**src/inc/miu_pkg.sv**
```systemverilog
// Package of constants shared by both ends of the meter interrupt unit.
package miu_pkg;
	// ****************************************************************
	// Register selectors on the register port.
	// ****************************************************************
	localparam logic [2:0] MIU_SEL_EN0   = 3'h0;
	localparam logic [2:0] MIU_SEL_EN1   = 3'h1;
	localparam logic [2:0] MIU_SEL_FLG0  = 3'h2;
	localparam logic [2:0] MIU_SEL_FLG1  = 3'h3;
	localparam logic [2:0] MIU_SEL_PIDLE = 3'h4;
	localparam logic [2:0] MIU_SEL_PEVT  = 3'h5;
	localparam logic [2:0] MIU_SEL_IPK   = 3'h6;
	localparam logic [2:0] MIU_SEL_VPK   = 3'h7;

	// ****************************************************************
	// Field positions and reset values.
	// ****************************************************************
	localparam int          MIU_WORD_W       = 32;
	localparam int          MIU_BIT_TOT_IDLE = 0;
	localparam int          MIU_BIT_FUN_IDLE = 1;
	localparam int          MIU_BIT_APP_IDLE = 2;
	localparam int          MIU_BIT_RST_DONE = 15;
	localparam int          MIU_BIT_DIP      = 16;
	localparam int          MIU_BIT_HI_CUR   = 17;
	localparam int          MIU_BIT_HI_VOLT  = 18;
	localparam int          MIU_BIT_CUR_PK   = 23;
	localparam int          MIU_BIT_VOLT_PK  = 24;
	localparam logic [31:0] MIU_EN_RESET     = 32'h0000_0000;
	localparam logic [31:0] MIU_FLG_RESET    = 32'h0000_0000;
	localparam logic [31:0] MIU_RST_DONE_MSK = 32'h0000_8000;
	localparam logic [31:0] MIU_SIGN_FLAGS   = 32'h0004_3fc0;
endpackage

```
**src/inc/miu_if.sv**
```systemverilog
// Interface joining the metering device end and the host end.
`timescale 1ns/100ps
interface miu_if;
	logic        irq_zero_n;
	logic        irq_one_n;
	logic        wr;
	logic        rd;
	logic [2:0]  sel;
	logic [31:0] wdata;
	logic [31:0] rdata;
	logic        rvalid;

	modport dev (output irq_zero_n, output irq_one_n, input wr, input rd, input sel, input wdata,
		output rdata, output rvalid);
	modport host (input irq_zero_n, input irq_one_n, output wr, output rd, output sel, output wdata,
		input rdata, input rvalid);
endinterface

```
**src/hw/miu_device.sv**
```systemverilog
// Device end: enable words, flag words, companion state and the two interrupt lines.
`timescale 1ns/100ps
// Summary of operation
// Two interrupt lines, each with enable word
// Enable one passes event, zero blocks
// Events set matching flag bit
// Flags set regardless of enable
// Line low while enabled flag set
// Writing one clears flag bit
// Line stays low until flag cleared
// Enable words reset to zero
// Reset-complete enable bit has no effect
// Reset end sets reset-complete flag
// Idle flags paired with phase idle state
// Dip and high flags paired event state
// Peak flags paired with capture registers
// Sign flags paired with power sign state
// Host reads companion before clearing flag; code reads only the first-priority companion per service, none on line zero
// Host reads flag word of active line
// Host services falling edge, writes back
// Companion bits update with summary flag
// Idle flags set on enter and leave
// Zero writes keep flags; set beats clear
module miu_device
(
	miu_if.dev                        bus,              // Link to the host.
	input  wire logic                 i_clk,            // System clock.
	input  wire logic                 i_reset_n,        // Asynchronous reset, low.
	input  wire logic                 i_soft_reset_done,// Software reset finished, pulse.
	input  wire logic [31:0]          i_evt_zero,       // Events for flag word zero, pulses.
	input  wire logic [31:0]          i_evt_one,        // Other events for flag word one, pulses.
	input  wire logic [8:0]           i_phase_idle,     // Per-phase idle levels, three per kind.
	input  wire logic [8:0]           i_phase_evt,      // Per-phase dip/current/voltage event bits.
	input  wire logic [2:0]           i_phase_evt_strb, // Strobe per kind of phase_evt.
	input  wire logic [2:0]           i_cur_pk_phase,   // Phase of a current peak.
	input  wire logic                 i_cur_pk_strb,    // Current peak strobe.
	input  wire logic [2:0]           i_volt_pk_phase,  // Phase of a voltage peak.
	input  wire logic                 i_volt_pk_strb,   // Voltage peak strobe.
	input  wire logic [5:0]           i_power_sign,     // Per-phase power signs.
	output logic      [31:0]          o_power_sign_state// Sign state captured with sign flags.
);
	import miu_pkg::*;

	// ****************************************************************
	// Register state.
	// ****************************************************************
	logic [31:0] en0_r, en0_nxt, en1_r, en1_nxt;
	logic [31:0] flg0_r, flg0_nxt, flg1_r, flg1_nxt;
	logic [8:0]  pidle_r, pidle_nxt, pevt_r, pevt_nxt;
	logic [2:0]  ipk_r, ipk_nxt, vpk_r, vpk_nxt;
	logic [5:0]  sign_r, sign_nxt;
	logic        rst_pend_r, rst_pend_nxt;
	logic [31:0] rdata_r, rdata_nxt;
	logic        rvalid_r, rvalid_nxt;
	logic [31:0] set0, set1, clr0, clr1;
	logic [2:0]  idle_chg;

	// Idle flags fire when any phase enters or leaves the idle state.
	always_comb
	begin
		for (int k = 0; k < 3; k++)
			idle_chg[k] = (i_phase_idle[3*k +: 3] != pidle_r[3*k +: 3]);
	end

	// ****************************************************************
	// Next state of flags and companion registers.
	// ****************************************************************
	always_comb
	begin
		set0 = i_evt_zero;
		set1 = i_evt_one & ~(32'h0180_0000 | 32'h0007_8007);
		set1[MIU_BIT_TOT_IDLE] = idle_chg[0];
		set1[MIU_BIT_FUN_IDLE] = idle_chg[1];
		set1[MIU_BIT_APP_IDLE] = idle_chg[2];
		set1[MIU_BIT_RST_DONE] = rst_pend_r | i_soft_reset_done;
		set1[MIU_BIT_DIP]      = i_phase_evt_strb[0];
		set1[MIU_BIT_HI_CUR]   = i_phase_evt_strb[1];
		set1[MIU_BIT_HI_VOLT]  = i_phase_evt_strb[2];
		set1[MIU_BIT_CUR_PK]   = i_cur_pk_strb;
		set1[MIU_BIT_VOLT_PK]  = i_volt_pk_strb;
		clr0 = (bus.wr && bus.sel == MIU_SEL_FLG0) ? bus.wdata : 32'h0;
		clr1 = (bus.wr && bus.sel == MIU_SEL_FLG1) ? bus.wdata : 32'h0;
		flg0_nxt = (flg0_r & ~clr0) | set0;
		flg1_nxt = (flg1_r & ~clr1) | set1;
		en0_nxt = (bus.wr && bus.sel == MIU_SEL_EN0) ? bus.wdata : en0_r;
		en1_nxt = (bus.wr && bus.sel == MIU_SEL_EN1) ? bus.wdata : en1_r;
		rst_pend_nxt = 1'b0;
		pidle_nxt = i_phase_idle;
		pevt_nxt = pevt_r;
		for (int k = 0; k < 3; k++)
		begin
			if (i_phase_evt_strb[k])
				pevt_nxt[3*k +: 3] = i_phase_evt[3*k +: 3];
		end
		ipk_nxt = i_cur_pk_strb ? i_cur_pk_phase : ipk_r;
		vpk_nxt = i_volt_pk_strb ? i_volt_pk_phase : vpk_r;
		sign_nxt = |(set0 & MIU_SIGN_FLAGS) ? i_power_sign : sign_r;
	end

	// ****************************************************************
	// Register read port, one cycle latency.
	// ****************************************************************
	always_comb
	begin
		rvalid_nxt = bus.rd;
		rdata_nxt = rdata_r;
		if (bus.rd)
		begin
			case (bus.sel)
				MIU_SEL_EN0:   rdata_nxt = en0_r;
				MIU_SEL_EN1:   rdata_nxt = en1_r;
				MIU_SEL_FLG0:  rdata_nxt = flg0_r;
				MIU_SEL_FLG1:  rdata_nxt = flg1_r;
				MIU_SEL_PIDLE: rdata_nxt = {23'h0, pidle_r};
				MIU_SEL_PEVT:  rdata_nxt = {23'h0, pevt_r};
				MIU_SEL_IPK:   rdata_nxt = {29'h0, ipk_r};
				MIU_SEL_VPK:   rdata_nxt = {29'h0, vpk_r};
				default:       rdata_nxt = 32'h0;
			endcase
		end
	end

	always_ff @(posedge i_clk or negedge i_reset_n)
	begin
		if (!i_reset_n)
		begin
			en0_r      <= MIU_EN_RESET;
			en1_r      <= MIU_EN_RESET;
			flg0_r     <= MIU_FLG_RESET;
			flg1_r     <= MIU_FLG_RESET;
			pidle_r    <= 9'h0;
			pevt_r     <= 9'h0;
			ipk_r      <= 3'h0;
			vpk_r      <= 3'h0;
			sign_r     <= 6'h0;
			rst_pend_r <= 1'b1;
			rdata_r    <= 32'h0;
			rvalid_r   <= 1'b0;
		end
		else
		begin
			en0_r      <= en0_nxt;
			en1_r      <= en1_nxt;
			flg0_r     <= flg0_nxt;
			flg1_r     <= flg1_nxt;
			pidle_r    <= pidle_nxt;
			pevt_r     <= pevt_nxt;
			ipk_r      <= ipk_nxt;
			vpk_r      <= vpk_nxt;
			sign_r     <= sign_nxt;
			rst_pend_r <= rst_pend_nxt;
			rdata_r    <= rdata_nxt;
			rvalid_r   <= rvalid_nxt;
		end
	end

	// ****************************************************************
	// Interrupt lines, low while an enabled flag stands.
	// ****************************************************************
	assign bus.irq_zero_n = ~|(flg0_r & en0_r);
	assign bus.irq_one_n  = ~|(flg1_r & (en1_r | MIU_RST_DONE_MSK));
	assign bus.rdata  = rdata_r;
	assign bus.rvalid = rvalid_r;
	assign o_power_sign_state = {26'h0, sign_r};
endmodule

```
**src/flat_wrapper.sv**
```systemverilog
// flat-port wrapper written by rule: the top's interface ports become plain ports
module miu_device_flat import miu_pkg::*;
  (i_clk, i_reset_n, i_soft_reset_done, i_evt_zero, i_evt_one, i_phase_idle, i_phase_evt, i_phase_evt_strb, i_cur_pk_phase, i_cur_pk_strb, i_volt_pk_phase, i_volt_pk_strb, i_power_sign, o_power_sign_state, bus_irq_zero_n, bus_irq_one_n, bus_wr, bus_rd, bus_sel, bus_wdata, bus_rdata, bus_rvalid);
  miu_if bus_i ();
  input  wire logic i_clk;
  input  wire logic i_reset_n;
  input  wire logic i_soft_reset_done;
  input  wire logic [31:0] i_evt_zero;
  input  wire logic [31:0] i_evt_one;
  input  wire logic [8:0] i_phase_idle;
  input  wire logic [8:0] i_phase_evt;
  input  wire logic [2:0] i_phase_evt_strb;
  input  wire logic [2:0] i_cur_pk_phase;
  input  wire logic i_cur_pk_strb;
  input  wire logic [2:0] i_volt_pk_phase;
  input  wire logic i_volt_pk_strb;
  input  wire logic [5:0] i_power_sign;
  output logic      [31:0] o_power_sign_state;
  output wire logic [$bits(bus_i.irq_zero_n)-1:0] bus_irq_zero_n;
  output wire logic [$bits(bus_i.irq_one_n)-1:0] bus_irq_one_n;
  input wire logic [$bits(bus_i.wr)-1:0] bus_wr;
  input wire logic [$bits(bus_i.rd)-1:0] bus_rd;
  input wire logic [$bits(bus_i.sel)-1:0] bus_sel;
  input wire logic [$bits(bus_i.wdata)-1:0] bus_wdata;
  output wire logic [$bits(bus_i.rdata)-1:0] bus_rdata;
  output wire logic [$bits(bus_i.rvalid)-1:0] bus_rvalid;
  assign bus_irq_zero_n = bus_i.irq_zero_n;
  assign bus_irq_one_n = bus_i.irq_one_n;
  assign bus_i.wr = bus_wr;
  assign bus_i.rd = bus_rd;
  assign bus_i.sel = bus_sel;
  assign bus_i.wdata = bus_wdata;
  assign bus_rdata = bus_i.rdata;
  assign bus_rvalid = bus_i.rvalid;
  miu_device u_core (.bus(bus_i), .i_clk(i_clk), .i_reset_n(i_reset_n), .i_soft_reset_done(i_soft_reset_done), .i_evt_zero(i_evt_zero), .i_evt_one(i_evt_one), .i_phase_idle(i_phase_idle), .i_phase_evt(i_phase_evt), .i_phase_evt_strb(i_phase_evt_strb), .i_cur_pk_phase(i_cur_pk_phase), .i_cur_pk_strb(i_cur_pk_strb), .i_volt_pk_phase(i_volt_pk_phase), .i_volt_pk_strb(i_volt_pk_strb), .i_power_sign(i_power_sign), .o_power_sign_state(o_power_sign_state));
endmodule
```
**config.mk**
```make
export PLATFORM = sky130hd
export DESIGN_NAME = miu_device_flat
export DESIGN_NICKNAME = d
export VERILOG_FILES = /design/src/inc/miu_pkg.sv /design/src/inc/miu_if.sv /design/src/hw/miu_device.sv /design/src/flat_wrapper.sv
export SDC_FILE = /design/constraint.sdc
export NUM_CORES = 1
export LEC_CHECK = 0
export BUFFER_PORTS_ARGS = -buffer_cell sky130_fd_sc_hd__buf_4
export CAP_MARGIN = 20
export CORE_AREA = 2 2 126 128
export DETAILED_ROUTE_END_ITERATION = 10
export DIE_AREA = 0 0 128 130
export PLACE_DENSITY = 0.9
export SKIP_LAST_GASP = 1
export SLEW_MARGIN = 10
export SYNTH_ARGS = -nofsm -noshare
export SYNTH_HDL_FRONTEND = slang
export SYNTH_SLANG_ARGS = --single-unit
```
**constraint.sdc**
```tcl
create_clock -name i_clk -period 4.2 [get_ports i_clk]
set_clock_uncertainty 0.2 [all_clocks]
set_input_delay 0 -clock i_clk [delete_from_list [all_inputs] [get_ports i_clk]]
set_output_delay 0 -clock i_clk [all_outputs]
set_load 0.01 [all_outputs]
```
======== Word-level counts from Yosys, hierarchy flattened ========
Index checks and enable logic that the tools add are counted.
cells by class
  reduce and logical (&&, ||, !) cells .... 10
  bitwise operators ....................... 9
  equality and inequality tests ........... 10
  muxes and demuxes ....................... 3
operator list
  kind                                           number
  case mux 32 bit (8 select lines)               1
  bitwise AND 32 bit                             4
  two-way mux 32 bit                             2
  NOT 32 bit                                     2
  bitwise OR 32 bit                              2
  OR reduction 32 bit                            2
  == test 3 bit, second input constant           4
  inequality test 3 bit                          3
  OR reduction 9 bit                             1
  == test 3 x 2 -> 1 bit, second input constant  2
  logical AND 1 bit                              4
  == test 3 x 1 -> 1 bit, second input constant  1
  logical NOT 3 bit                              1
  logical NOT 1 bit                              2
  bitwise OR 1 bit                               1
storage, ports and cells
  register bits after elaboration ......... 192
  input bits .............................. 139

======== Longest topological paths before layout ========
Gate-level depths: netlist of run 1.
  depth after elaboration ................. 6
  gate-level depth with buffers ........... 7
  mapped depth without buffers ............ 4

======== Least setup slack after synthesis of run 1 ========
OpenSTA, ideal clock, no wires.
  kind .................................... register to register
  start point ............................. register u_core.pidle_r[5]
  end point ............................... register u_core.rdata_r[5] (netlist: u_core.bus.rdata[5])
  path slack .............................. 2697 ps
  period minus slack after synthesis ...... 1503 ps
  cell stages (with the launch flop) ...... 5
  buffers on the path ..................... 0
  arrival ................................. 1178 ps
  cells stage by stage .................... dfrtp_1 > mux2_1 > a221oi_1 > a21oi_1 > mux2_2
between the ends
  longest elaborated chain between the ends .. 1
ends and longest elaborated chain
  element                           RTL line           source
  start, declared                   miu_device.sv:49   logic [8:0] pidle_r, pidle_nxt, pevt_r, pevt_nxt;
  start signal, assigned            miu_device.sv:146  pidle_r <= pidle_nxt;
  case mux 32 bit (8 select lines)  miu_device.sv:109  case (bus.sel)
  end signal, assigned              miu_device.sv:152  rdata_r <= rdata_nxt;
  end, declared                     miu_device.sv:53   logic [31:0] rdata_r, rdata_nxt;
Every way passes these cells.
A chain may end at the register's enable or synchronous reset.

======== Worst setup path in the final report of run 1 ========
  start point ............................. input bus_sel[1]
  end point ............................... register u_core.flg0_r[13]
between the ends
  longest elaborated chain between the ends .. 6
ends and longest elaborated chain
  element                  RTL line            source
  start, declared          flat_wrapper.sv:23  input wire logic [$bits(bus_i.sel)-1:0] bus_sel;
  == test 3 x 2 -> 1 bit   miu_device.sv:81    clr0 = (bus.wr && bus.sel == MIU_SEL_FLG0) ? bus.wdata : 32'h0;
  logical AND 1 bit        miu_device.sv:81
  two-way mux 32 bit       miu_device.sv:81
  NOT 32 bit               miu_device.sv:83    flg0_nxt = (flg0_r & ~clr0) | set0;
  bitwise AND 32 bit       miu_device.sv:83
  bitwise OR 32 bit        miu_device.sv:83
  net u_core.flg0_nxt[13]  miu_device.sv:48    logic [31:0] flg0_r, flg0_nxt, flg1_r, flg1_nxt;
  end signal, assigned     miu_device.sv:144   flg0_r <= flg0_nxt;
  end, declared            miu_device.sv:48
The timed path passes the listed nets, and every way through them passes these cells.

==> results.yml, run 1 <==
status:
  run_status: "complete, no violations"
clock_network:
  cts_setup_buffers: 0
  cts_tree: "yes"
  ctsLongestPathBuffers: 2
  cts_made_buffers: 17
  htreeDepth: 4
  clockRootBuffer: "clkbuf_16"
  hold_buffers: 198
  cts_resized: 0
  clkTransAtPathRegs_ns: 0.07
  clock_latency_ns: 0.45
  clock-sinks: 192
logic_synthesis:
  synth_commonest_cells: "dfrtp_1 (191), nand2_1 (70), mux2_1 (69)"
  synth-seq-cells: 192
  syn_avg_cell_area_um2: 12.5
  synth_top_family_by_area: "multiplexers"
  synth_ff_type: "dfrtp_1"
  synthesis.area_um2: 8750
  synthSimpleGateAreaFrac_pct: 5.65
  synth_fa_ha_area_share_pct: 0
  synth_compound_area_share_pct: 12.7
  ys_async_sr_fraction_pct: 100
  ys.warnings.count: 0
  synth_top_area_share_pct: 54.6
  synth.area.top_cells: "dfrtp_1 (55%), mux2_1 (8.9%), mux4_2 (5.9%)"
  ys_types: 44
  yosysSeqAreaShare_pct: 54.9
  postSynthCellCount: 699
  synth_edf_count: 0
  post-synth-top-count-cell: "dfrtp_1"
  synth_xor_area_share_pct: 0.901
  yosys.area.top_type: "dfrtp_1"
  synthMuxAreaShare_pct: 19.1
power_and_ir_drop:
  power_frac_comb_pct: 19.2
  switching_share_pct: 29.1
  cellLeakagePower_nw: 5.31
  intPower_mw: 3.40
  ir_drop_mv: 0.334
  share_seq_of_total_power_pct: 47.4
  pwr-share-clk_pct: 33.4
  p_sw_mw: 1.40
  powerDensity_nw_per_um2: 381
cells_and_area:
  area_growth_pct: 44.1
  layout.nets: 1198
  antenna_cells: 0
  drive_above_1_share_pct: 24.1
  postLayoutCellArea_um2: 12600
setup_path:
  cp_max_fo: 41
  cp-start-kind: "input pin"
  r2r-end: "u_core.pevt_r[0]"
  reg2reg_slack_ns: 2.56
  path_class: "input pin to flop"
  critPathCaptureType: "flop"
  required_ns: 4.32
  crit_arrival_ns: 2.95
  r2r_start: "u_core.pevt_r[0]"
  r2r_cells: 2
sta:
  finalSetupViolations: 0
  rsz0062_at_grt: "false"
  slew_violations: 0
  tns_ns: 0
  worst-slew-pin-transition_ns: 1.15
  fin_crit_ns: 2.83
  hold_violations: 0
  relSlewSlack_pct: 22.9
  fmax_mhz: 354
  finalCritPeriodShare_pct: 67.3
placed_design:
  gp_congestion: 0.900
  numPortBuffers: 170
  place_area_um2: 10100
  place_hpwl_mm: 16.9
floorplanning:
  die_y_um: 130
  die_area_um2: 16600
  ios: 206
  core_um2: 15400
  die_w_um: 128
  initial_core_util_pct: 56.7
  rows: 46
routing:
  detail-route-antenna-nets: 0
  viasPerCell: 6.34
  dr_total_vias: 8018
  drc: 0
  routed_wl_mm: 32.3
  drt_first_pass_iters: 6
  wl_per_cell_um: 25.5
  dr.first_iter.drc_count: 1126
grt:
  groute.usage.overall_pct: 40.1
  grt_overflow: 0
  grt_max_degree: 127
  antenna_found_initial: 0
  grt_pass1_wl_mm: 48.8
  grt_pass1_vias: 8457
hold_path:
  hold_class: "input pin to async pin"
run:
  max_cap_violations: 0
[how the worst max path moves through the flow]
stage | startpoint | depth (start not counted) | end
after floorplan | u_core.pidle_r[5] | 4 | u_core.bus.rdata[5]
after detailed placement | bus_sel[0] | 4 | u_core.en0_r[23]
after CTS | bus_sel[1] | 7 | u_core.flg0_r[13]
after global placement | bus_sel[0] | 4 | u_core.en0_r[20]
final | bus_sel[1] | 7 | u_core.flg0_r[13]
after global routing | bus_sel[1] | 7 | u_core.flg0_r[13]
[critical path, stage by stage]
cell and delay, ns:
buf_4 0.46, inv_2 0.22, nor4_4 0.90, buf_4 0.45, nand2_1 0.13, a21o_1 0.20
dlygate4sd3_1 0.56
[state kept, by name (all words and copies together), names as in the netlist]
name               flops
u_core.flg0_r         32
u_core.sign_r          6
u_core.bus.rdata      32
u_core.flg1_r         32
u_core.vpk_r           3
u_core.en0_r          32
u_core.en1_r          32
u_core.bus.rvalid      1
u_core.rst_pend_r      1
u_core.ipk_r           3
u_core.pidle_r         9
u_core.pevt_r          9
[routing by layer]
metal	GRT usage [%]	part of all wire (%)	vias to the layer above
met3	10.8	11	228
met4	25.3	6.8	0
met1	46.7	34	3932
met5	0	0	-
met2	66.6	48	696
li1	-	-	3162
[final cells by class]
class                      count  area (um2)
tap                          192         240
sequential                   192        4810
clock buffer                  20         457
timing repair buffer         373        3320
multi-input combinational    421        3470
clock inverter                12         110
inverter                      54         203
fill                         728        2820
[power groups by stage]
stage,clock [mW],sequential [mW],combinational [mW]
floorplan,0,2.21,0.407
global placement,0,2.24,0.697
detailed placement,0,2.26,0.725
CTS,1.58,2.23,0.864
global route,1.68,2.28,0.975
finish,1.61,2.28,0.922
[kinds of logic (layout without fill, tap and decap cells)]
group	after synthesis	after routing
muxes	127	127
buffers and inverters	112	459
and+or+nand+nor	105	105
other	1	27
xor gates and xnor gates	9	9
DFF	192	192
AOI/OAI and AO/OA	153	153
[cell usage in the layout (no fill, tap or decap), drive strengths merged, types with 6 or more instances in the layout]
master / Yosys / layout
mux2: 91 / 91
dfrtp: 191 / 191
a22oi: 23 / 23
mux4: 23 / 23
clkbuf: 6 / 21
a21oi: 7 / 7
nor2b: 6 / 6
buf: 52 / 174
o21ai: 7 / 7
o22ai: 28 / 28
a21o: 60 / 60
xnor2: 9 / 9
inv: 54 / 56
a221oi: 7 / 7
conb: 1 / 27
dlygate4sd3: 0 / 198
nand2: 70 / 70
mux2i: 13 / 13
nand4: 9 / 9
[through the flow]
step	cells	hold slack [ns]	worst slack, ns	power [mW]	utilization, %
finish	1264	0.0316	1.37	4.80	81.7
global route	1264	0.0360	1.37	4.94	81.7
CTS	1264	0.0185	1.53	4.68	81.7
detailed placement	1034	-0.0695	1.64	2.99	65.2
global placement	1033	-0.0753	1.67	2.94	65.1
floorplan	725	-0.496	2.70	2.62	-
(Power assumes the default switching activity.)
==> run 2, diff against run 1 <==
--- a/config.mk
+++ b/config.mk
@@ -7,10 +7,10 @@
 export LEC_CHECK = 0
 export BUFFER_PORTS_ARGS = -buffer_cell sky130_fd_sc_hd__buf_4
 export CAP_MARGIN = 20
-export CORE_AREA = 2 2 126 128
+export CORE_AREA = 2 2 131 133
 export DETAILED_ROUTE_END_ITERATION = 10
-export DIE_AREA = 0 0 128 130
-export PLACE_DENSITY = 0.9
+export DIE_AREA = 0 0 133 135
+export PLACE_DENSITY = 0.85
 export SKIP_LAST_GASP = 1
 export SLEW_MARGIN = 10
 export SYNTH_ARGS = -nofsm -noshare
==> constraint.sdc (replaced) <==
create_clock -name i_clk -period 2.9 [get_ports i_clk]
set_clock_uncertainty 0.2 [all_clocks]
set_input_delay 0 -clock i_clk [delete_from_list [all_inputs] [get_ports i_clk]]
set_output_delay 0 -clock i_clk [all_outputs]
set_load 0.01 [all_outputs]
==> results.yml, run 2 (same netlist as run 1, synthesis figures left out) <==
clock_network:
  clockRootBuffer: "clkbuf_16"
  clock_latency_ns: 0.45
  cts_made_buffers: 17
  ctsLongestPathBuffers: 2
  clock-sinks: 192
  htreeDepth: 4
  cts_tree: "yes"
  clkTransAtPathRegs_ns: 0.08
grt:
  grt_pass1_vias: 8302
  met3_usage_pct: 7.92
  groute.usage.overall_pct: 35.6
  grt_max_degree: 95
  grt_pass1_wl_mm: 47.9
  grt_overflow: 0
  antenna_found_initial: 1
  met1_usage_pct: 44.2
  grt-busiest-layer: "met2"
  grtUsageMet2_pct: 57.9
cells_and_area:
  layout_common_cells: "dlygate4sd3_1 (199), dfrtp_1 (191), buf_4 (176)"
  area_growth_pct: 45.7
  fill_cells: 890
  multiInputGateArea_um2: 3470
  layout.nets: 1204
  regArea_um2: 4810
  drive_above_1_share_pct: 24.4
  final_common_cell: "dlygate4sd3_1"
  instances_no_fill: 1299
placed_design:
  place_ws_ns: 0.789
  gp_congestion: 0.849
  dp_cells: 1067
  numPortBuffers: 170
  place_hpwl_mm: 17.0
power_and_ir_drop:
  cellLeakagePower_nw: 5.38
  ir_drop_mv: 0.525
  finalPower_mw: 7.04
  powerDensity_nw_per_um2: 552
hold_path:
  hold_class: "input pin to async pin"
floorplanning:
  die_y_um: 135
  ios: 206
  die_area_um2: 18000
  initial_core_util_pct: 53.3
  core_um2: 16400
  rows: 47
  die_w_um: 133
routing:
  wl_per_cell_um: 23.7
  dr.first_iter.drc_count: 1079
  routed_wl_mm: 30.8
  drc: 0
  drt_first_pass_iters: 5
  dr_total_vias: 7844
  detail-route-antenna-nets: 0
  viasPerCell: 6.04
setup_path:
  r2r_cells: 4
  r2r_start: "u_core.en0_r[5]"
  path_class: "input pin to flop"
  crit_arrival_ns: 2.51
  r2r-end: "u_core.bus.rdata[5]"
  cp_max_fo: 32
  reg2reg_slack_ns: 1.20
  critPathCaptureType: "flop"
  required_ns: 3.03
  cp-start-kind: "input pin"
sta:
  hold_ws_ns: -0.00699
  worst-slew-pin-transition_ns: 0.783
  hold_violations: 3
  tns_ns: 0
  slew_violations: 0
  finalSetupViolations: 0
  fmax_mhz: 420
  post-route-worst-setup-slack_ns: 0.517
  relSlewSlack_pct: 47.8
  rsz0062_at_grt: "false"
  finalCritPeriodShare_pct: 82.2
  fin_crit_ns: 2.38
status:
  run_status: "complete, but fails checks"
  violations: "negative hold slack"
run:
  max_cap_violations: 0
[run 2: changes by cell type in the layout (fill, tap and decap cells not counted), sizes merged, moves of 3 or more]
cell      previous run  this run
clkinvlp             4         1
buf                174       179
inv                 56        61
clkbuf              21        18
[run 2: worst max-delay path by stage]
stage	start	to	slack (ns)	cells past startpoint
3_3_place_gp	bus_sel[1]	u_core.en0_r[9]	0.82	5
3_5_place_dp	bus_sel[1]	u_core.en0_r[11]	0.79	5
5_1_grt	bus_sel[0]	u_core.flg1_r[15]	0.44	7
6_report	bus_sel[0]	u_core.flg0_r[9]	0.52	7
4_1_cts	u_core.flg1_r[1]	bus_irq_one_n	0.57	5
2_1_floorplan	u_core.pidle_r[5]	u_core.bus.rdata[5]	1.40	4
[run 2: per-stage QoR]
stage / hold WS, ns / instance area (um2) / util (%)
floorplan: -0.496 / 8850 / -
global placement: -0.0777 / 10100 / 61.9
detailed placement: -0.0744 / 10100 / 61.9
CTS: 0.00759 / 12700 / 77.7
global route: 0.0320 / 12700 / 77.7
finish: -0.00699 / 12700 / 77.7
[run 2: layer usage]
layer | part of all wire (%) | vias to the layer above | wire (um)
met5 | 0 | - | 0
met4 | 6.0 | 0 | 1860
met3 | 10 | 150 | 3170
met2 | 48 | 615 | 14900
met1 | 35 | 3886 | 10900
li1 | - | 3193 | -
[run 2: worst max-delay path: stages]
cell and delay, ns:
dlygate4sd3_1 0.55, buf_4 0.26, nor4_4 0.30, buf_4 0.45
nand2_1 0.16, a21o_1 0.22, dlygate4sd3_1 0.57
[run 2: repair_timing]
item                                   in CTS  in global routing
hold buffers                              199                  0
setup buffers                               0                  0
gates resized for setup                     0                  0
endpoints found under the hold margin     346                  0
[run 2: final cells by class]
type	instances	share of cell area [%]
inverter	54	1.59
antenna	1	0.0196
timing repair buffer	379	26.6
tap	220	2.16
clock buffer	17	3.34
sequential	192	37.7
multi-input combinational	421	27.2
clock inverter	15	1.37
[run 2: where the power goes]
group / switching (mW) / internal, mW / leakage, nW
Sequential: 0.293 / 2.98 / 2.11
Clock: 1.14 / 1.30 / 0.294
Combinational: 0.603 / 0.723 / 2.97
Total: 2.03 / 5.01 / 5.38
